--- src/logic/datb_pkg.sv ---
/*
 package for the dual converter trim register bank: frame layout,
 register addresses, reset values and field positions.
 assumes nothing of its surroundings.
*/
`default_nettype none
package datb_pkg;
   // ========================================
   // serial frame
   localparam int unsigned FRAME_BITS = 32;
   localparam logic [5:0] FRAME_LAST = 6'h1f;
   localparam logic [11:0] FRAME_HEADER = 12'h001;
   // ========================================
   // register addresses
   localparam logic [3:0] ADDR_GAIN_I = 4'h3;
   localparam logic [3:0] ADDR_OFFSET_Q = 4'ha;
   localparam logic [3:0] ADDR_GAIN_Q = 4'hb;
   localparam logic [3:0] ADDR_INTERLEAVE = 4'hd;
   localparam logic [3:0] ADDR_COARSE = 4'he;
   localparam logic [3:0] ADDR_FINE = 4'hf;
   // ========================================
   // reset values
   localparam logic [15:0] RST_GAIN = 16'h807f;
   localparam logic [15:0] RST_OFFSET = 16'h007f;
   localparam logic [15:0] RST_INTERLEAVE = 16'h3fff;
   localparam logic [15:0] RST_COARSE = 16'h07ff;
   localparam logic [15:0] RST_FINE = 16'h007f;
   // ========================================
   // field positions
   localparam int unsigned GAIN_MSB = 15;
   localparam int unsigned GAIN_LSB = 7;
   localparam int unsigned OFFSET_MSB = 15;
   localparam int unsigned OFFSET_LSB = 8;
   localparam int unsigned OFFSET_SIGN = 7;
   localparam int unsigned IL_ENABLE_BIT = 15;
   localparam int unsigned IL_AUTO_BIT = 14;
   localparam int unsigned CS_INPUT_BIT = 15;
   localparam int unsigned CS_DIR_BIT = 14;
   localparam int unsigned CS_MAG_MSB = 13;
   localparam int unsigned CS_MAG_LSB = 11;
   localparam int unsigned FINE_MSB = 15;
   localparam int unsigned FINE_LSB = 7;

   // trim settings handed to the analog side
   typedef struct packed {
      logic [8:0] gain_i;
      logic [8:0] gain_q;
      logic [7:0] offset_q_mag;
      logic offset_q_neg;
      logic interleave_enable;
      logic auto_phase_control;
      logic interleave_input_choice;
      logic skew_direction;
      logic [2:0] coarse_skew_magnitude;
      logic [8:0] fine_skew_magnitude;
   } datb_trim_s;
endpackage
`default_nettype wire

--- src/logic/datb_trim_bank.sv ---
/*
 write-only trim register bank of a dual 8-bit converter, loaded by
 32-bit serial frames. the serial clock, data and chip select come from
 pins and are synchronised to core_clk; the serial clock must be slower
 than a quarter of core_clk. extended_mode comes from core_clk logic.
*/
`timescale 1ns/1ns
`default_nettype none
module datb_trim_bank (
   input wire logic core_clk,
   input wire logic sys_rst,
   input wire logic serial_clk,
   input wire logic serial_data,
   input wire logic serial_chip_select_n,
   input wire logic extended_mode,
   output datb_pkg::datb_trim_s trim,
   output logic frame_done
);

   // ========================================
   // pin synchronisers
   logic [1:0] sclk_sync;
   logic [1:0] sdat_sync;
   logic [1:0] scs_sync;
   logic sclk_prev;
   logic sdat_prev;

   // second stage is read for clock and select, a third for data; extra clock stage finds the rising edge
   always_ff @(posedge core_clk or posedge sys_rst) begin
      if (sys_rst) begin
         sclk_sync <= 2'h0;
         sdat_sync <= 2'h0;
         scs_sync <= 2'h3;
         sclk_prev <= 1'b0;
         sdat_prev <= 1'b0;
      end else begin
         sclk_sync <= {sclk_sync[0], serial_clk};
         sdat_sync <= {sdat_sync[0], serial_data};
         scs_sync <= {scs_sync[0], serial_chip_select_n};
         sclk_prev <= sclk_sync[1];
         sdat_prev <= sdat_sync[1];
      end
   end

   logic sclk_rise;
   logic sel;
   assign sclk_rise = sclk_sync[1] & ~sclk_prev;
   assign sel = ~scs_sync[1];

   // ========================================
   // frame shifter
   logic [30:0] shift;
   logic [5:0] bit_count;
   logic [31:0] frame;
   logic frame_end;
   logic [30:0] next_shift;
   logic [5:0] next_bit_count;
   logic next_frame_done;

   // data sampled one core cycle late, matched to the delayed clock
   assign frame = {shift, sdat_prev};
   assign frame_end = sel && sclk_rise && (bit_count == datb_pkg::FRAME_LAST);

   // count clears so the 33rd edge opens a new frame
   always_comb begin
      next_shift = shift;
      next_bit_count = bit_count;
      next_frame_done = 1'b0;
      if (!sel) begin
         next_bit_count = 6'h00; // deselect abandons a part frame
      end else if (sclk_rise) begin
         next_shift = frame[30:0]; // msb first
         if (frame_end) begin
            next_bit_count = 6'h00;
            next_frame_done = 1'b1;
         end else begin
            next_bit_count = bit_count + 6'h01;
         end
      end
   end

   always_ff @(posedge core_clk or posedge sys_rst) begin
      if (sys_rst) begin
         shift <= 31'h0;
         bit_count <= 6'h00;
         frame_done <= 1'b0;
      end else begin
         shift <= next_shift;
         bit_count <= next_bit_count;
         frame_done <= next_frame_done;
      end
   end

   // ========================================
   // register file
   logic [15:0] gain_i;
   logic [15:0] offset_q;
   logic [15:0] gain_q;
   logic [15:0] interleave_control;
   logic [15:0] coarse_skew_control;
   logic [15:0] fine_skew_control;
   logic load_gain_i;
   logic load_offset_q;
   logic load_gain_q;
   logic load_interleave;
   logic load_coarse;
   logic load_fine;
   logic wr_ok;
   logic [3:0] wr_addr;
   logic [15:0] wr_data;
   logic hdr_ok;

   assign wr_addr = frame[19:16];
   assign wr_data = frame[15:0];
   assign hdr_ok = frame[31:20] == datb_pkg::FRAME_HEADER;

   // write only after the 32nd bit; bad header or reserved address
   // raises no strobe and leaves every register alone
   assign wr_ok = frame_end && hdr_ok;

   // one load strobe per implemented address, none for the rest
   always_comb begin
      load_gain_i = 1'b0;
      load_offset_q = 1'b0;
      load_gain_q = 1'b0;
      load_interleave = 1'b0;
      load_coarse = 1'b0;
      load_fine = 1'b0;
      if (wr_ok) begin
         case (wr_addr)
            datb_pkg::ADDR_GAIN_I: load_gain_i = 1'b1;
            datb_pkg::ADDR_OFFSET_Q: load_offset_q = 1'b1;
            datb_pkg::ADDR_GAIN_Q: load_gain_q = 1'b1;
            datb_pkg::ADDR_INTERLEAVE: load_interleave = 1'b1;
            datb_pkg::ADDR_COARSE: load_coarse = 1'b1;
            datb_pkg::ADDR_FINE: load_fine = 1'b1;
            default: load_gain_i = 1'b0;
         endcase
      end
   end

   // power-on values
   // unused low bits are kept as written; nothing downstream reads them
   datb_trim_reg #(
      .RESET_VALUE(datb_pkg::RST_GAIN)
   ) u_gain_i (
      .core_clk(core_clk),
      .sys_rst(sys_rst),
      .load(load_gain_i),
      .load_data(wr_data),
      .value(gain_i)
   );

   datb_trim_reg #(
      .RESET_VALUE(datb_pkg::RST_OFFSET)
   ) u_offset_q (
      .core_clk(core_clk),
      .sys_rst(sys_rst),
      .load(load_offset_q),
      .load_data(wr_data),
      .value(offset_q)
   );

   datb_trim_reg #(
      .RESET_VALUE(datb_pkg::RST_GAIN)
   ) u_gain_q (
      .core_clk(core_clk),
      .sys_rst(sys_rst),
      .load(load_gain_q),
      .load_data(wr_data),
      .value(gain_q)
   );

   datb_trim_reg #(
      .RESET_VALUE(datb_pkg::RST_INTERLEAVE)
   ) u_interleave (
      .core_clk(core_clk),
      .sys_rst(sys_rst),
      .load(load_interleave),
      .load_data(wr_data),
      .value(interleave_control)
   );

   datb_trim_reg #(
      .RESET_VALUE(datb_pkg::RST_COARSE)
   ) u_coarse (
      .core_clk(core_clk),
      .sys_rst(sys_rst),
      .load(load_coarse),
      .load_data(wr_data),
      .value(coarse_skew_control)
   );

   datb_trim_reg #(
      .RESET_VALUE(datb_pkg::RST_FINE)
   ) u_fine (
      .core_clk(core_clk),
      .sys_rst(sys_rst),
      .load(load_fine),
      .load_data(wr_data),
      .value(fine_skew_control)
   );

   // ========================================
   // trim outputs
   datb_pkg::datb_trim_s next_trim;
   localparam logic [8:0] GAIN_IDLE =
      datb_pkg::RST_GAIN[datb_pkg::GAIN_MSB:datb_pkg::GAIN_LSB];

   // outside extended mode every field shows its reset meaning, so the
   // analog side sees no trim; gain goes straight out, no recalibration
   always_comb begin
      next_trim.gain_i = gain_i[datb_pkg::GAIN_MSB:datb_pkg::GAIN_LSB];
      next_trim.gain_q = gain_q[datb_pkg::GAIN_MSB:datb_pkg::GAIN_LSB];
      next_trim.offset_q_mag =
         offset_q[datb_pkg::OFFSET_MSB:datb_pkg::OFFSET_LSB];
      next_trim.offset_q_neg = offset_q[datb_pkg::OFFSET_SIGN];
      next_trim.interleave_enable =
         interleave_control[datb_pkg::IL_ENABLE_BIT];
      next_trim.auto_phase_control =
         interleave_control[datb_pkg::IL_AUTO_BIT];
      next_trim.interleave_input_choice =
         coarse_skew_control[datb_pkg::CS_INPUT_BIT];
      next_trim.skew_direction =
         coarse_skew_control[datb_pkg::CS_DIR_BIT];
      next_trim.coarse_skew_magnitude =
         coarse_skew_control[datb_pkg::CS_MAG_MSB:datb_pkg::CS_MAG_LSB];
      next_trim.fine_skew_magnitude =
         fine_skew_control[datb_pkg::FINE_MSB:datb_pkg::FINE_LSB];
      // automatic phase zeroes the manual skew
      if (next_trim.auto_phase_control) begin
         next_trim.coarse_skew_magnitude = 3'h0;
         next_trim.fine_skew_magnitude = 9'h000;
      end
      if (!extended_mode) begin
         next_trim.gain_i = GAIN_IDLE;
         next_trim.gain_q = GAIN_IDLE;
         next_trim.offset_q_mag = 8'h00;
         next_trim.offset_q_neg = 1'b0;
         next_trim.interleave_enable = 1'b0;
         next_trim.auto_phase_control = 1'b0;
         next_trim.interleave_input_choice = 1'b0;
         next_trim.skew_direction = 1'b0;
         next_trim.coarse_skew_magnitude = 3'h0;
         next_trim.fine_skew_magnitude = 9'h000;
      end
   end

   always_ff @(posedge core_clk or posedge sys_rst) begin
      if (sys_rst) begin
         trim <= '0;
         trim.gain_i <= GAIN_IDLE;
         trim.gain_q <= GAIN_IDLE;
      end else begin
         trim <= next_trim;
      end
   end

endmodule

// ========================================
// one write-only trim register
// a plain load register; the bank keeps one per implemented address
module datb_trim_reg #(
   parameter logic [15:0] RESET_VALUE = 16'h0000
) (
   input wire logic core_clk,
   input wire logic sys_rst,
   input wire logic load,
   input wire logic [15:0] load_data,
   output logic [15:0] value
);

   logic [15:0] next_value;

   // hold unless the decoder strobes this register
   always_comb begin
      next_value = value;
      if (load) begin
         next_value = load_data;
      end
   end

   // async branch loads a constant only, never live data
   always_ff @(posedge core_clk or posedge sys_rst) begin
      if (sys_rst) begin
         value <= RESET_VALUE;
      end else begin
         value <= next_value;
      end
   end

endmodule
`default_nettype wire
--- config.mk ---
export PLATFORM = sky130hd
export DESIGN_NAME = datb_trim_bank
export DESIGN_NICKNAME = d
export VERILOG_FILES = /design/src/logic/datb_pkg.sv /design/src/logic/datb_trim_bank.sv
export SDC_FILE = /design/constraint.sdc
export NUM_CORES = 1
export LEC_CHECK = 0
export BUFFER_PORTS_ARGS = -buffer_cell sky130_fd_sc_hd__buf_4
export CORE_MARGIN = 5
export CORE_UTILIZATION = 35
export CTS_CLUSTER_DIAMETER = 150
export CTS_CLUSTER_SIZE = 16
export DETAILED_ROUTE_END_ITERATION = 10
export GPL_ROUTABILITY_DRIVEN = 0
export GPL_TIMING_DRIVEN = 0
export PLACE_DENSITY_LB_ADDON = 0.3
export SLEW_MARGIN = 20
export SYNTH_ARGS = -nofsm -noshare
export SYNTH_HDL_FRONTEND = slang
export SYNTH_SLANG_ARGS = --single-unit
--- constraint.sdc ---
create_clock -name core_clk -period 10.8 [get_ports core_clk]
set_input_delay 0.54 -clock core_clk [delete_from_list [all_inputs] [get_ports core_clk]]
set_output_delay 0.54 -clock core_clk [all_outputs]
set_load 0.05 [all_outputs]
==> results of run 1 <==
## per-layer routing
layer	routed length [um]	GRT usage, %
met1	3570	13.8
met2	3980	17.5
met3	447	4.83
met4	136	4.73
met5	0	0
## state kept, by name (all words and copies together), names as in the netlist
signal	count
bit_count	6
frame_done	1
sclk_prev	1
sclk_sync	2
scs_sync	2
sdat_prev	1
sdat_sync	2
shift	31
trim	43
u_coarse.value	5
u_fine.value	9
u_gain_i.value	9
u_gain_q.value	9
u_interleave.value	2
u_offset_q.value	9
## cell families after synthesis
logic type               Yosys count  share of synthesized area, %
AO/OA/AOI/OAI                      7                         0.838
XOR/XNOR                           2                         0.367
adder cells (fa/ha/maj)            1                         0.262
buffers and inverters             14                          1.20
flip-flops                       132                          69.3
multiplexers                      74                          17.4
AND/OR/NAND/NOR                   79                          10.6
## critical path, delay by kind of cell (launching register included)
kind	cells	cell delay (ns)
multiplexers	1	0.34
AND/OR/NAND/NOR	3	1.06
buffers and inverters	3	0.53
flip-flops	1	0.35
## power breakdown
| part | switching, mW | leakage (nW) | internal, mW |
|---|---|---|---|
| Sequential | 0.0132 | 1.80 | 0.511 |
| Combinational | 0.0196 | 0.950 | 0.0159 |
| Clock | 0.197 | 0.296 | 0.379 |
## layout make-up
| type | count | area, um2 |
|---|---|---|
| Buffer | 12 | 50.0 |
| Clock buffer | 22 | 474 |
| Clock inverter | 10 | 130 |
| Fill cell | 1190 | 7290 |
| Inverter | 2 | 15.0 |
| Multi-Input combinational cell | 163 | 1410 |
| Sequential cell | 132 | 3310 |
| Tap cell | 176 | 220 |
| Timing Repair Buffer | 50 | 395 |
## path summary, 6_finish.rpt
| path | from | to | cells after the start |
|---|---|---|---|
| min in group core_clk | serial_data | sdat_sync[0]$_DFF_PP0_ | 1 |
| hold reg to reg | sdat_sync[1]$_DFF_PP0_ | sdat_prev$_DFF_PP0_ | 0 |
| setup / recovery | scs_sync[1]$_DFF_PP1_ | u_offset_q.value[11]$_DFFE_PP0P_ | 7 |
| setup reg to reg | scs_sync[1]$_DFF_PP1_ | u_offset_q.value[11]$_DFFE_PP0P_ | 7 |
| hold / removal | sys_rst | frame_done$_DFF_PP0_ | 2 |
| max in group asynchronous | sys_rst | trim[33]$_DFF_PP1_ | 3 |
## through the flow
step                      total power [mW]  setup WS (ns)
after global placement               0.567           5.41
after detailed placement             0.571           8.37
after global routing                  1.18           8.21
final                                 1.14           8.39
after CTS                             1.15           8.34
after floorplan                      0.555           6.74
## cell usage in the layout (no fill, tap or decap), drive strengths merged, types with 2 or more instances in the layout
cell type,synthesis,layout
nor2,3,3
and2,44,44
nand2b,3,3
dfrtp,126,126
buf,2,52
nor2b,4,4
a21oi,4,4
clkinv,0,5
nand2,6,6
nor4,3,3
xor2,2,2
inv,2,2
clkinvlp,0,2
mux2,74,74
clkbuf,10,32
bufinv,0,3
dfstp,6,6
nand4,6,6
==> impl_results.md, run 1 <==
- Status: completed
- Area delta synth->final: 25.7%
- Clock transition at path regs: 0.05 ns
- Clock Latency Late Sink: 0.41 ns
- 1st-pass router iterations: 4
- Cell taking the most area after synthesis: dfrtp_1
- Smallest hold slack: 0.136 ns
- Post-synth top area share: 66.0%
- Final wirelength: 8140 um
- # IOs: 50
- Warnings, synthesis: 0
- Finished Cell Area: 0.00601 mm2
- Starting DRC count in detailed routing: 107
- PwrDens: 189 mW/mm2
- Chip Width: 127 um
- Crit path max fanout: 9
- Endpoints failing setup: 0
- Sequential element share of the synthesized area: 69.3%
- Max-slew violation count: 0
- CP endpoint kind: register
- CTS tree: done
- # diodes: 0
- Synth area leaders: dfrtp_1 (66%), mux2_2 (17%), and2_1 (5.8%)
- CTS resizes: 0
- IO buf count: 49
- Number of buffers created by CTS: 17
- Largest net degree at the start of global routing: 74
- Layout cells sized above 1: 42.2%
- Initial Utilization: 35.9%
- DRC viols: 0
- Post-synth net total: 316
- DIE AREA: 0.0161 mm2
- Fin nets: 385
- Asr flop ratio synth: 100%
- Avg Inst Size Synth: 15.5 um2
- GRT Total Usage: 11.2%
- Clock Path Buffers: 2
- Cell count after synthesis: 309
- Max Cap Violations: 0
- Worst Path Arrival: 2.70 ns
- Antenna violations before repair: 0
- Fmax: 416 MHz
- Vias: 2,521
- Synth cell count leaders: dfrtp_1 (126), mux2_2 (74), and2_1 (44)
- Hold/Removal Path Class: in2async
- VDD IR max: 0.0000766 V
- Routed len/inst: 14.3 um
- Root Driver: clkbuf_16
- Final ANT Viol Nets: 0
- Vias in the first global route: 2,648
- Setup Skew: 0.00788 ns
- Clock H-tree levels: 4
- Relative max-transition margin: 58.3%
- TritonCTS Sinks: 132
- Row cnt: 42
- RSZ-0062 raised after global routing: no
- Area of the core: 0.0133 mm2
- Final Util: 45.2%
- CTS Hold Bufs: 0
- CP Launch Type: register
- DR vias/cell: 4.45
- Placed Instances: 535
- Critical setup path kind: reg2reg
- Flop and latch count out of synthesis: 132
- Post-synthesis cell type count: 32
- Synth Cell Area: 0.00478 mm2
- GRT Residual Overflow: 0
- Slowest cell on the critical path: nor4_4
- Main synth FF type: dfrtp_1
- Final std cells w/o fill: 567
- Setup TNS: 0 ns
- Dpl cell area: 0.00540 mm2
- Worst R2R Setup Slack: 8.39 ns
- Minimum clock period: 2.41 ns
- Fin. Hold Viols: 0
- Detailed Place HPWL: 5310 um
- Worst-margin pin slew: 0.624 ns
- Post-synth EDFFs: 0
- Most numerous cell in the Yosys netlist: dfrtp_1
- CP cell instances: clkbuf_1 -> or3b_1 -> buf_2 -> nor4_4 -> and4b_1 -> buf_4 -> mux2_2
- Period Utilization, post-route: 22.3%
- Critical path required time: 11.09 ns
- Post-CTS Setup Inserts: 0
- Lkg Pwr: 3.04 nW
- Global-route wire length before repair: 13,800 um
- Die Span Y: 127 um
- Crit-path max cell delay: 0.41 ns
Power figures use the tool's default switching activity.
==> run 2, diff against run 1 <==
Clock period 10.8 ns to 2.4 ns, I/O delays scaled along.
==> run 2 against run 1 <==
Compared with the run above:
- worst setup slack got worse by 8.2 ns
- combinational power increased to 5.0 times the previous value
- clock skew decreased by 0.0028 ns
- critical path depth decreased by 2
- critical path type unchanged
- final cell count increased by 1.4%
- sequential share of layout area decreased by 0.99 points
- count of clock-buffer cells in the layout decreased by 3
- largest cell class unchanged
- cell area increased by 1.8%
- first-iteration DRC count decreased by 33%
- flip-flop and latch count unchanged
==> impl_results.md, run 2 (synthesis gave the netlist of run 1 again) <==
- Status: completed
- Crit path max fanout: 9
- CP Launch Type: register
- Crit-path max cell delay: 0.41 ns
- GRT Total Usage: 11.3%
- Reg2reg path depth: 5
- RSZ-0062 raised after global routing: yes
- Routed len/inst: 14.6 um
- CP cell instances: or3b_1 -> buf_2 -> nor4_4 -> nand4_2 -> mux2_2
- Global-route wire length before repair: 14,100 um
- Root Driver: clkbuf_16
- Detailed Place HPWL: 5610 um
- Reg2reg end: u_fine.value[9]$_DFFE_PP0P_
- Row cnt: 42
- Initial Utilization: 35.9%
- Largest net degree at the start of global routing: 35
- Critical path required time: 2.69 ns
- Crit path max-delay family: simple AND/OR/NAND/NOR gates
- Buf/Inv on CP: 1
- Critical setup path kind: reg2reg
- Endpoints failing setup: 0
- Clock transition at path regs: 0.05 ns
- DRC viols: 0
- # diodes: 0
- DIE AREA: 0.0161 mm2
- Max reg flops: 43
- 1st-pass router iterations: 4
- Die Span Y: 127 um
- CP endpoint kind: register
- Most frequent cells in the layout: dfrtp_1 (126), mux2_2 (74), buf_4 (52)
- Most common cell after layout, fill and taps aside: dfrtp_1
- Worst Path Arrival: 2.54 ns
- Hold/Removal Path Class: in2async
- GRT Residual Overflow: 0
- WP depth: 5
- Fin nets: 393
- Number of buffers created by CTS: 17
- Slowest cell on the critical path: dfstp_2
- Max Cap Violations: 0
- Fin. Hold Viols: 0
- Top Registers: trim (43), shift (31)
- Period Utilization, post-route: 93.8%
- Worst flop-to-flop path startpoint: scs_sync[1]$_DFF_PP1_
- TritonCTS Sinks: 132
- Area delta synth->final: 28.0%
- Antenna violations before repair: 0
- Starting DRC count in detailed routing: 72
- Final ANT Viol Nets: 0
- IO buf count: 49
- Final wirelength: 8370 um
- Layout cells sized above 1: 43.1%
- Max-slew violation count: 0
- Vias in the first global route: 2,691
- VDD IR max: 0.000578 V
- CTS tree: done
- Vias: 2,571
- Total design power: 5.12 mW
- Area of the core: 0.0133 mm2
- PwrDens: 837 mW/mm2
- Worst R2R Setup Slack: 0.15 ns
- Smallest hold slack: 0.310 ns
- Lkg Pwr: 3.09 nW
- Minimum clock period: 2.25 ns
- Chip Width: 127 um
- # IOs: 50
- Clock Latency Late Sink: 0.41 ns
- Setup Skew: 0.00505 ns
- DR vias/cell: 4.47
- Clock H-tree levels: 4
- Fmax: 444 MHz
- Largest Register: trim
- Worst-margin pin slew: 0.569 ns
- Clock Path Buffers: 2
- Relative max-transition margin: 62.0%
-- run 2: how the worst max path moves through the flow --
stage / start / endpoint / slack [ns]
finish: scs_sync[1]$_DFF_PP1_ / u_fine.value[9]$_DFFE_PP0P_ / 0.15
global route: scs_sync[1]$_DFF_PP1_ / u_fine.value[13]$_DFFE_PP0P_ / -0.01
CTS: scs_sync[1]$_DFF_PP1_ / u_fine.value[14]$_DFFE_PP0P_ / 0.01
detailed placement: bit_count[0]$_DFFE_PP0P_ / u_gain_q.value[9]$_DFFE_PP0P_ / -0.06
global placement: sys_rst / u_offset_q.value[9]$_DFFE_PP0P_ / -0.11
floorplan: scs_sync[1]$_DFF_PP1_ / u_offset_q.value[10]$_DFFE_PP0P_ / 0.24
-- run 2: cell type report --
type	count	area [um2]
Fill cell	1178	7180
Sequential cell	132	3310
Multi-Input combinational cell	163	1410
Timing Repair Buffer	60	520
Clock buffer	19	443
Tap cell	176	220
Clock inverter	13	156
Buffer	10	42.5
Inverter	2	11.3
-- run 2: repair_timing --
action | in CTS | in global routing
gates resized for setup | 0 | 1
endpoints found under the hold margin | 20 | 0
hold buffers | 5 | 0
cloned | 0 | 0
pin swaps | 2 | 1
endpoints found under the setup margin | 40 | 31
buffers inserted | 1 | 1
-- run 2: worst register-to-register path, delay by kind of cell (launching register included) --
family        cells  cell delay (ns)
buf+inv           1             0.17
flops             1             0.41
mux               1             0.40
simple gates      3             1.15
-- run 2: where the power goes --
group	switching, mW	internal (mW)
Clock	0.927	1.66
Combinational	0.0907	0.0855
Sequential	0.0613	2.30
Total	1.08	4.04
-- run 2: metal layers --
layer	part of all wire [%]	vias up	global-route usage, %
met4	1.7	0	5.11
met2	49	51	17.8
met1	44	1276	13.8
met3	5.1	16	4.16
met5	0	-	0
li1	-	1228	-
-- run 2: through the flow --
step           utilization [%]  instances  setup slack, ns  cell area, um2  setup TNS (ns)
2_1_floorplan                -        309            0.243            4780               0
3_3_place_gp              40.4        534           -0.110            5370          -13.14
3_5_place_dp              41.1        538          -0.0638            5460          -0.996
4_1_cts                   46.0        575           0.0128            6110               0
5_1_grt                   46.0        575          -0.0118            6120         -0.0393
6_report                  46.0        575            0.148            6120               0
